**src/hw/pg_timer_pkg.sv**
```systemverilog
// Constants, types and timing figures shared by the power gating interval timer.
package pg_timer_pkg;

  // Clock and millisecond time base.
  localparam int CLK_PERIOD_NS = 20;
  localparam int MS_PERIOD_NS  = 1000000;
  localparam int MS_CYCLES     = MS_PERIOD_NS / CLK_PERIOD_NS;

  // Times in milliseconds, counted in millisecond ticks.
  localparam int CNT_W = 23;
  localparam logic [CNT_W-1:0] MIN_INTERVAL_MS = 23'h000064;
  localparam logic [CNT_W-1:0] MAX_INTERVAL_MS = 23'h6ddd00;
  localparam logic [CNT_W-1:0] GUARD_MS        = 23'h000032;
  localparam logic [CNT_W-1:0] MEASURE_MS      = 23'h000064;
  localparam logic [CNT_W-1:0] ZERO_CNT        = 23'h000000;
  localparam logic [CNT_W-1:0] ONE_CNT         = 23'h000001;

  // Manual request debounce window.
  localparam int DEB_W = 5;
  localparam logic [DEB_W-1:0] DEB_WINDOW_MS   = 5'h1e;
  localparam logic [DEB_W-1:0] DEB_MIN_HIGH_MS = 5'h14;

  typedef enum logic [2:0] {
    ST_MEASURE,
    ST_WAIT_RELEASE,
    ST_ON,
    ST_GUARD,
    ST_REST,
    ST_MANUAL_HOLD
  } tmr_state_e;

  // Debounce state for the manual request pin.
  typedef struct packed {
    logic [DEB_W-1:0] win;
    logic [DEB_W-1:0] high_cnt;
    logic             level;
    logic             level_prev;
  } deb_s;

  // Interval sequencer state.
  typedef struct packed {
    tmr_state_e       state;
    logic [CNT_W-1:0] cnt;
    logic [CNT_W-1:0] interval_ms;
    logic             acked;
    logic             ack_prev;
  } seq_s;

endpackage

```
**src/hw/power_gating_interval_timer.sv**
```systemverilog
// Power gating interval timer: measurement phase, periodic and one-shot gate control.
`timescale 1ns/1ps
module power_gating_interval_timer #(
  parameter int MS_CYCLES = pg_timer_pkg::MS_CYCLES
) (
  // Clock and reset.
  input  wire logic                           clk,
  input  wire logic                           rst_n,
  // Pins facing the board and the microcontroller.
  input  wire logic                           interval_res_or_manual_on,
  input  wire logic                           mode_periodic,
  input  wire logic                           done_ack,
  // Result of the analog resistor conversion, in milliseconds.
  input  wire logic [pg_timer_pkg::CNT_W-1:0] measured_interval_ms,
  // Outputs.
  output logic                                gate_out_n,
  output logic                                measuring
);
  import pg_timer_pkg::*;

  ////////////////////////////////////////////////////////////////////////////
  // Millisecond tick divider.

  logic [31:0] pre;
  logic [31:0] next_pre;
  logic        ms_tick;
  logic        next_ms_tick;

  always_comb
  begin
    next_ms_tick = 1'b0;
    next_pre     = pre + 32'h00000001;
    if (pre == 32'(MS_CYCLES - 1))
    begin
      next_pre     = 32'h00000000;
      next_ms_tick = 1'b1;
    end
  end

  always_ff @(posedge clk or negedge rst_n)
  begin
    if (!rst_n)
    begin
      pre     <= 32'h00000000;
      ms_tick <= 1'b0;
    end
    else
    begin
      pre     <= next_pre;
      ms_tick <= next_ms_tick;
    end
  end

  ////////////////////////////////////////////////////////////////////////////
  // Manual request debounce, evaluated once per 30ms window on both edges.

  deb_s deb;
  deb_s next_deb;
  logic manual_rise;
  logic manual_fall;

  always_comb
  begin
    next_deb            = deb;
    next_deb.level_prev = deb.level;
    if (ms_tick)
    begin
      next_deb.win      = deb.win + 5'h01;
      next_deb.high_cnt = deb.high_cnt + {4'h0, interval_res_or_manual_on};
      if (deb.win == DEB_WINDOW_MS - 5'h01)
      begin
        // A short glitch cannot reach 20 high samples, and a short dropout
        // cannot pull the count below it, so both edges are filtered.
        next_deb.level    = (next_deb.high_cnt >= DEB_MIN_HIGH_MS);
        next_deb.win      = 5'h00;
        next_deb.high_cnt = 5'h00;
      end
    end
  end

  always_ff @(posedge clk or negedge rst_n)
  begin
    if (!rst_n)
    begin
      deb <= '0;
    end
    else
    begin
      deb <= next_deb;
    end
  end

  assign manual_rise = deb.level & ~deb.level_prev;
  assign manual_fall = ~deb.level & deb.level_prev;

  ////////////////////////////////////////////////////////////////////////////
  // Interval sequencer.

  function automatic logic [CNT_W-1:0] clamp_interval(input logic [CNT_W-1:0] v);
    logic [CNT_W-1:0] r;
    r = v;
    if (v < MIN_INTERVAL_MS)
    begin
      r = MIN_INTERVAL_MS;
    end
    else if (v > MAX_INTERVAL_MS)
    begin
      r = MAX_INTERVAL_MS;
    end
    return r;
  endfunction

  function automatic logic is_gate_on(input tmr_state_e s);
    return (s == ST_ON) || (s == ST_MANUAL_HOLD);
  endfunction

  seq_s seq;
  seq_s next_seq;
  logic ack_edge;
  logic next_gate_out_n;
  logic next_measuring;

  assign ack_edge = done_ack & ~seq.ack_prev;

  always_comb
  begin
    next_seq          = seq;
    next_seq.ack_prev = done_ack;
    case (seq.state)
      ST_MEASURE:
      begin
        if (interval_res_or_manual_on)
        begin
          next_seq.state = ST_WAIT_RELEASE;
          next_seq.cnt   = ZERO_CNT;
        end
        else if (ms_tick)
        begin
          next_seq.cnt = seq.cnt + ONE_CNT;
          if (seq.cnt == MEASURE_MS - ONE_CNT)
          begin
            next_seq.interval_ms = clamp_interval(measured_interval_ms);
            next_seq.cnt         = ZERO_CNT;
            next_seq.acked       = 1'b0;
            // Both modes open with one pulse; the mode only decides what follows.
            next_seq.state       = ST_ON;
          end
        end
      end
      ST_WAIT_RELEASE:
      begin
        if (!interval_res_or_manual_on)
        begin
          next_seq.state = ST_MEASURE;
          next_seq.cnt   = ZERO_CNT;
        end
      end
      ST_ON:
      begin
        // While the switch is on, a manual request only blocks the acknowledge; its rise is dropped.
        if (ack_edge && !seq.acked && !interval_res_or_manual_on)
        begin
          next_seq.acked = 1'b1;
          next_seq.state = ST_GUARD;
        end
        if (ms_tick)
        begin
          next_seq.cnt = seq.cnt + ONE_CNT;
          if (seq.cnt + ONE_CNT >= seq.interval_ms - GUARD_MS)
          begin
            next_seq.state = ST_GUARD;
          end
        end
      end
      ST_GUARD:
      begin
        if (ack_edge && !interval_res_or_manual_on)
        begin
          next_seq.acked = 1'b1;
        end
        if (manual_rise)
        begin
          next_seq.state = ST_MANUAL_HOLD;
          next_seq.cnt   = ZERO_CNT;
        end
        else if (ms_tick)
        begin
          next_seq.cnt = seq.cnt + ONE_CNT;
          if (seq.cnt + ONE_CNT >= seq.interval_ms)
          begin
            next_seq.cnt   = ZERO_CNT;
            next_seq.acked = 1'b0;
            next_seq.state = mode_periodic ? ST_ON : ST_REST;
          end
        end
      end
      ST_REST:
      begin
        next_seq.cnt = ZERO_CNT;
        if (manual_rise)
        begin
          next_seq.state = ST_MANUAL_HOLD;
        end
      end
      ST_MANUAL_HOLD:
      begin
        // Counting only restarts on the debounced fall, so the low time can
        // drift by part of a debounce window against the raw pin.
        next_seq.cnt   = ZERO_CNT;
        next_seq.acked = 1'b0;
        if (manual_fall)
        begin
          next_seq.state = ST_ON;
        end
      end
      default:
      begin
        next_seq = '0;
      end
    endcase
    next_gate_out_n = ~is_gate_on(next_seq.state);
    next_measuring  = (next_seq.state == ST_MEASURE) || (next_seq.state == ST_WAIT_RELEASE);
  end

  always_ff @(posedge clk or negedge rst_n)
  begin
    if (!rst_n)
    begin
      seq        <= '0;
      gate_out_n <= 1'b1;
      measuring  <= 1'b1;
    end
    else
    begin
      seq        <= next_seq;
      gate_out_n <= next_gate_out_n;
      measuring  <= next_measuring;
    end
  end

endmodule

```
**config.mk**
```make
export PLATFORM = sky130hd
export DESIGN_NAME = power_gating_interval_timer
export DESIGN_NICKNAME = d
export VERILOG_FILES = /design/src/hw/pg_timer_pkg.sv /design/src/hw/power_gating_interval_timer.sv
export SDC_FILE = /design/constraint.sdc
export NUM_CORES = 1
export LEC_CHECK = 0
export CORE_MARGIN = 2
export CORE_UTILIZATION = 51
export CTS_CLUSTER_DIAMETER = 100
export DETAILED_ROUTE_END_ITERATION = 10
export DONT_BUFFER_PORTS = 1
export PLACE_DENSITY = 0.66
export SYNTH_ARGS = -nofsm -noshare
export SYNTH_HDL_FRONTEND = slang
export SYNTH_SLANG_ARGS = --single-unit
export TNS_END_PERCENT = 5
```
**constraint.sdc**
```tcl
create_clock -name clk -period 9.5 [get_ports clk]
set_input_delay 1.425 -clock clk [delete_from_list [all_inputs] [get_ports clk]]
set_output_delay 1.425 -clock clk [all_outputs]
set_load 0.01 [all_outputs]
```
==> flow_summary.toml, run 1 <==
[run]
maxCapViolCount = 0

[placement]
portBuffers = 0
place_area_um2 = 6460
gp_congestion = 0.922
dpl.hpwl_mm = 11.3

[sta]
finalSetupViolCount = 0
worst_pin_slew_ns = 0.980
relSlewSlack_pct = 34.1
finalHoldViolations = 0
clock_skew_ns = 0.0106
fin_setup_tns_ns = 0
fin_crit_sh_pct = 43.5
slew_violations = 0
period_needed_ns = 4.13
fmax_mhz = 242
rsz0062_at_grt = "no"
holdWs_ns = 0.454

[routing]
wl_per_cell_um = 17.4
wl_met1_mm = 6.65
totalWireLength_mm = 14.8
route.detailed.drc = 0
first_pass_iters = 5
dr_wl_met3_um = 714
detail_route.iter0.violations = 363
vias = 5018
vias_per_cell = 5.89
top_layer = "met4"
antenna_left = 0
wl_met2_mm = 7.15

[floorplan]
initial_core_util_pct = 52.6
die_x_um = 115
rows = 40
io_pins = 30
die_area_um2 = 13300
core-area_um2 = 12100
fp.dieH_um = 115

[power_and_ir_drop]
p_sw_share_pct = 22.3
ir_worst_vdd_mv = 0.114
p_per_area_nw_per_um2 = 120
netSwitchingPower_w = 0.000181
pwr-share-seq_pct = 51.6
p_comb_share_pct = 1.5
p_int_w = 0.000632
pwr-share-clk_pct = 46.9
cellLeakagePower_nw = 3.17

[global_routing]
grt_pass1_wl_mm = 24.9
gr-total-overflow = 0
first_global_vias = 5001
grt_start_max_net_pins = 99
grt_util_all_layers_pct = 24.0
antenna_found_initial = 0

[worst_setup_path]
startpoint_type = "flip-flop"
required_ns = 9.79
crit_path_top_delay_cell = "dfrtp_1"
crit_chain = "ha_1 > nand2_1 > nor3_1 > and2_1 > and3_1 > nand3_1 > xnor2_1 > ha_1 > nand4_1 > nor2_1 > a221oi_1 > o21a_1 > and3_1 > or2_4 > a22o_1"
crit_buf_inv = 0
cp.depth = 15
ff2ff_path_depth = 15
path_max_fanout = 13
crit_family = "simple AND/OR/NAND/NOR gates"
worstSetupPathType = "flip-flop to flip-flop"
critPathCaptureType = "flip-flop"
cp.arrival_ns = 4.42
slowest_delay_ns = 0.43

[clocking]
cts_hold_buffers = 0
cts_root_buffer = "clkbuf_16"
clockBufferDepth = 2
clk_pin_slew_worst_paths_ns = 0.07
postCtsSetupBuffers = 0
cts_buffers = 9
clkLatencyLatePin_ns = 0.36
cts_resized = 0
cts_tree = "yes"
cts_sinks = 98
h-tree-depth = 3

[yosys]
synth_cell_type_count = 67
synth_ff_type = "dfrtp_1"
syn_area_per_cell_um2 = 9.30
synth-seq-cells = 98
synth_area_um2 = 6340
synth-edff-count = 0
syn_nets = 762
yosys_warnings = 0
yosysSeqAreaShare_pct = 38.7
syn_inst = 682
synthArstFlopShare_pct = 100

[finish]
nNetsFinal = 759
areaGrowthSynthToFinish_pct = 6.73
antenna_cells = 0
drive_above_1_share_pct = 6.14
fin_util_pct = 56.1
design_area_um2 = 6770
fill_cells = 1084

[worst_hold_path]
hp-class = "flip-flop to flip-flop"
hold_depth = 1

[run_status]
outcome = "finished clean"
[final timing paths]
path | start | end | slack [ns]
max in group asynchronous | rst_n | gate_out_n$_DFF_PN1_ | 8.52
max reg2reg | seq[25]$_DFFE_PN0P_ | seq[34]$_DFFE_PN0P_ | 5.37
max | seq[25]$_DFFE_PN0P_ | seq[34]$_DFFE_PN0P_ | 5.37
min reg2reg | pre[0]$_DFF_PN0_ | pre[0]$_DFF_PN0_ | 0.45
min in group asynchronous | rst_n | seq[3]$_DFFE_PN0P_ | 0.75
min | pre[0]$_DFF_PN0_ | pre[0]$_DFF_PN0_ | 0.45
[final cells by class]
class / count / area, um^2 / share of cell area, %
clock buffers: 9 / 225 / 3.33
multi-input cells: 536 / 3660 / 54.1
repair buffers: 1 / 7.51 / 0.111
flip-flops and latches: 98 / 2450 / 36.3
well taps: 168 / 210 / 3.11
inverters: 33 / 124 / 1.83
clock inverters: 7 / 82.6 / 1.22
[cells by family after synthesis]
logic type                 synth area share, %
muxes                                    0.493
DFF                                       38.7
adders and majority gates                 10.3
buffers and inverters                     3.51
xor gates and xnor gates                  8.43
and+or+nand+nor                           22.9
AOI/OAI and AO/OA                         15.7
[state kept, by name, indices dropped and copies added (netlist names)]
signal	count
gate_out_n	1
seq	51
deb	12
measuring	1
ms_tick	1
pre	32
[synthesized netlist by cell type (3+ instances only)]
cell | instances | area [um^2]
nand4_1 | 14 | 87.6
clkbuf_1 | 4 | 15.0
o2bb2ai_1 | 4 | 35.0
a21oi_1 | 33 | 165
or2_2 | 9 | 56.3
ha_1 | 52 | 651
nor4_1 | 24 | 150
a22o_1 | 22 | 193
o21ai_0 | 26 | 130
o21a_1 | 4 | 30.0
or3_1 | 3 | 18.8
and3_1 | 12 | 75.1
inv_1 | 32 | 120
nor2b_1 | 10 | 62.6
xnor2_1 | 44 | 385
and4_1 | 7 | 61.3
o22ai_1 | 10 | 62.6
buf_2 | 4 | 20.0
a221o_1 | 8 | 80.1
nor2_1 | 39 | 146
dfrtp_1 | 96 | 2400
xor2_1 | 17 | 149
and2_1 | 4 | 25.0
buf_6 | 4 | 45.0
nand2_1 | 88 | 330
a31oi_1 | 5 | 31.3
a21o_1 | 4 | 30.0
nand3_1 | 39 | 195
nor3_1 | 12 | 60.1
[metal layers]
layer  global-route usage [%]  up-vias
met3                     5.75       17
met5                        0        -
met4                     7.31        0
met1                     31.2     2419
li1                         -     2491
met2                     39.8       91
[cell usage in the layout (no fill, tap or decap), types with 10 or more instances in the layout]
master and count:
a21oi_1 33, xor2_1 17, nor2b_1 10, inv_1 32, nand4_1 14, nor2_1 39, a22o_1 22, nand3_1 39
nor4_1 24, ha_1 52, dfrtp_1 96, nand2_1 88, o21ai_0 26, and3_1 12, o22ai_1 10, nor3_1 12
xnor2_1 44
[worst register-to-register path, delay by kind of cell (launching register included)]
family          cells  cell delay [ns]
fa+ha+maj           2             0.59
simple gates        9             1.98
compound gates      3             0.71
xor+xnor            1             0.37
flops               1             0.43
[power groups by stage]
stage,Clock (W),Combinational (W),Sequential [W]
floorplan,0,0.0000105,0.000426
global placement,0,0.0000123,0.000427
detailed placement,0,0.0000125,0.000427
CTS,0.000391,0.0000126,0.000419
global route,0.000409,0.0000141,0.000419
finish,0.000381,0.0000125,0.000419
[stage by stage]
stage | power [W] | std cells | setup slack [ns]
5_1_grt | 0.000842 | 852 | 5.06
4_1_cts | 0.000822 | 852 | 5.44
3_5_place_dp | 0.000439 | 836 | 5.47
2_1_floorplan | 0.000437 | 682 | 5.90
6_report | 0.000812 | 852 | 5.37
3_3_place_gp | 0.000439 | 836 | 5.68
(Power assumes the default switching activity.)
==> run 2, diff against run 1 <==
==> constraint.sdc (replaced) <==
create_clock -name clk -period 4.03 [get_ports clk]
set_input_delay 0.6045 -clock clk [delete_from_list [all_inputs] [get_ports clk]]
set_output_delay 0.6045 -clock clk [all_outputs]
set_load 0.01 [all_outputs]
==> flow_summary.toml, run 2 (synthesis results as in run 1) <==
[power_and_ir_drop]
cellLeakagePower_nw = 3.25
ir_worst_vdd_mv = 0.198
p_per_area_nw_per_um2 = 277

[worst_hold_path]
hp-class = "primary input to async pin"

[sta]
fmax_mhz = 268
rsz0062_at_grt = "no"
fin_crit_sh_pct = 92.7
period_needed_ns = 3.74
clock_skew_ns = 0.00698
fin_setup_tns_ns = 0
worst_slack_ns = 0.295
worst_pin_slew_ns = 0.892
slew_violations = 0
finalHoldViolations = 0
finalSetupViolCount = 0
relSlewSlack_pct = 40.0

[worst_setup_path]
crit_family = "simple AND/OR/NAND/NOR gates"
critPathCaptureType = "flip-flop"
cp.arrival_ns = 3.96
crit_path_top_delay_cell = "dfrtp_1"
worstSetupPathType = "flip-flop to flip-flop"
crit_chain = "nand3_1 > nor3_2 > nand3_1 > nor2b_1 > nor2b_1 > or2_2 > ha_1 > nand4_1 > nor4_2 > nand2_1 > a2bb2oi_1 > and3_1 > or2_4 > a22o_1"
startpoint_type = "flip-flop"
path_max_fanout = 13
slowest_delay_ns = 0.49
crit_buf_inv = 0
required_ns = 4.26

[finish]
areaGrowthSynthToFinish_pct = 8.53
drive_above_1_share_pct = 8.06
final_cell_mix = "95 x dfrtp_1, 88 x nand2_1, 52 x ha_1"
final-seq-area_um2 = 2460
largest_register_ff_count = 51
nNetsFinal = 770
reg_top3 = "seq x51, pre x32, deb x12"
final_common_cell = "dfrtp_1"
fill_cells = 1090
regMostFlops = "seq"
antenna_cells = 0
multiInputGateArea_um2 = 3680

[routing]
vias = 5132
vias_per_cell = 5.95
detail_route.iter0.violations = 336
route.detailed.drc = 0
totalWireLength_mm = 15.0
wl_per_cell_um = 17.3
antenna_left = 0
first_pass_iters = 4

[global_routing]
grt_util_all_layers_pct = 24.4
grt_start_max_net_pins = 97
antenna_found_initial = 0
grt_pass1_wl_mm = 25.3
first_global_vias = 5119
gr-total-overflow = 0

[run]
maxCapViolCount = 0

[floorplan]
rows = 40
die_area_um2 = 13300
die_x_um = 115
core-area_um2 = 12100
io_pins = 30
fp.dieH_um = 115
initial_core_util_pct = 52.6

[placement]
gp_congestion = 0.873
portBuffers = 0
place_ws_ns = 0.219
dpl.hpwl_mm = 11.2

[run_status]
outcome = "finished clean"

[clocking]
cts_tree = "yes"
clk_pin_slew_worst_paths_ns = 0.07
clkLatencyLatePin_ns = 0.34
cts_sinks = 98
cts_buffers = 9
cts_root_buffer = "clkbuf_16"
h-tree-depth = 3
clockBufferDepth = 2
run 2: cell count changes in the layout (fill, tap and decap cells not counted), sizes merged:
cell	delta
inv	-3
clkinvlp	-2
clkbuf	+3
buf	+11
clkinv	+2
run 2: layout make-up:
class,instances,share of cell area (%)
multi-input combinational,536,53.5
inverter,33,1.80
timing repair buffer,12,1.60
tap,168,3.06
sequential,98,35.7
clock inverter,4,0.764
clock buffer,12,3.58
run 2: per-stage QoR:
step / hold WS, ns / utilization, % / power [W] / std cells / area (um^2)
2_1_floorplan: 0.309 / - / 0.00103 / 682 / 6340
3_3_place_gp: 0.314 / 54.2 / 0.00104 / 846 / 6530
3_5_place_dp: 0.314 / 54.2 / 0.00104 / 846 / 6530
4_1_cts: 0.0884 / 56.9 / 0.00193 / 863 / 6860
5_1_grt: 0.0814 / 57.0 / 0.00198 / 863 / 6880
6_report: 0.104 / 57.0 / 0.00190 / 863 / 6880
run 2: repair_timing:
action                     CTS  global route
buffers inserted             0             0
hold endpoints to repair    96             0
hold buffers                 1             0
setup endpoints to repair    0            26
gates resized for setup      0             5
run 2: routing by layer:
layer  routed length, um  global-route usage [%]  share of wire [%]
met5                   0                       0                  0
met4                 435                    10.7                2.9
met3                 684                    4.86                4.6
met2                7060                    39.7                 47
met1                6780                    31.6                 45
run 2: final timing paths:
path                                          start                   end  slack, ns  cells past startpoint
max                             seq[28]$_DFFE_PN0P_   seq[45]$_DFFE_PN0P_       0.29                     14
min                                           rst_n  gate_out_n$_DFF_PN1_       0.10                      0
max reg2reg                     seq[28]$_DFFE_PN0P_   seq[45]$_DFFE_PN0P_       0.29                     14
min reg2reg                        pre[0]$_DFF_PN0_      pre[0]$_DFF_PN0_       0.45                      1
max in group asynchronous                     rst_n      pre[7]$_DFF_PN0_       3.48                      1
min in group clk           measured_interval_ms[13]   seq[15]$_DFFE_PN0P_       0.39                      1
run 2: power breakdown:
part           total (W)  internal (W)  switching, W  leakage, nW
Clock           0.000865      0.000501      0.000364        0.147
Combinational  0.0000510     0.0000148     0.0000363         1.77
Sequential      0.000988      0.000985    0.00000261         1.33
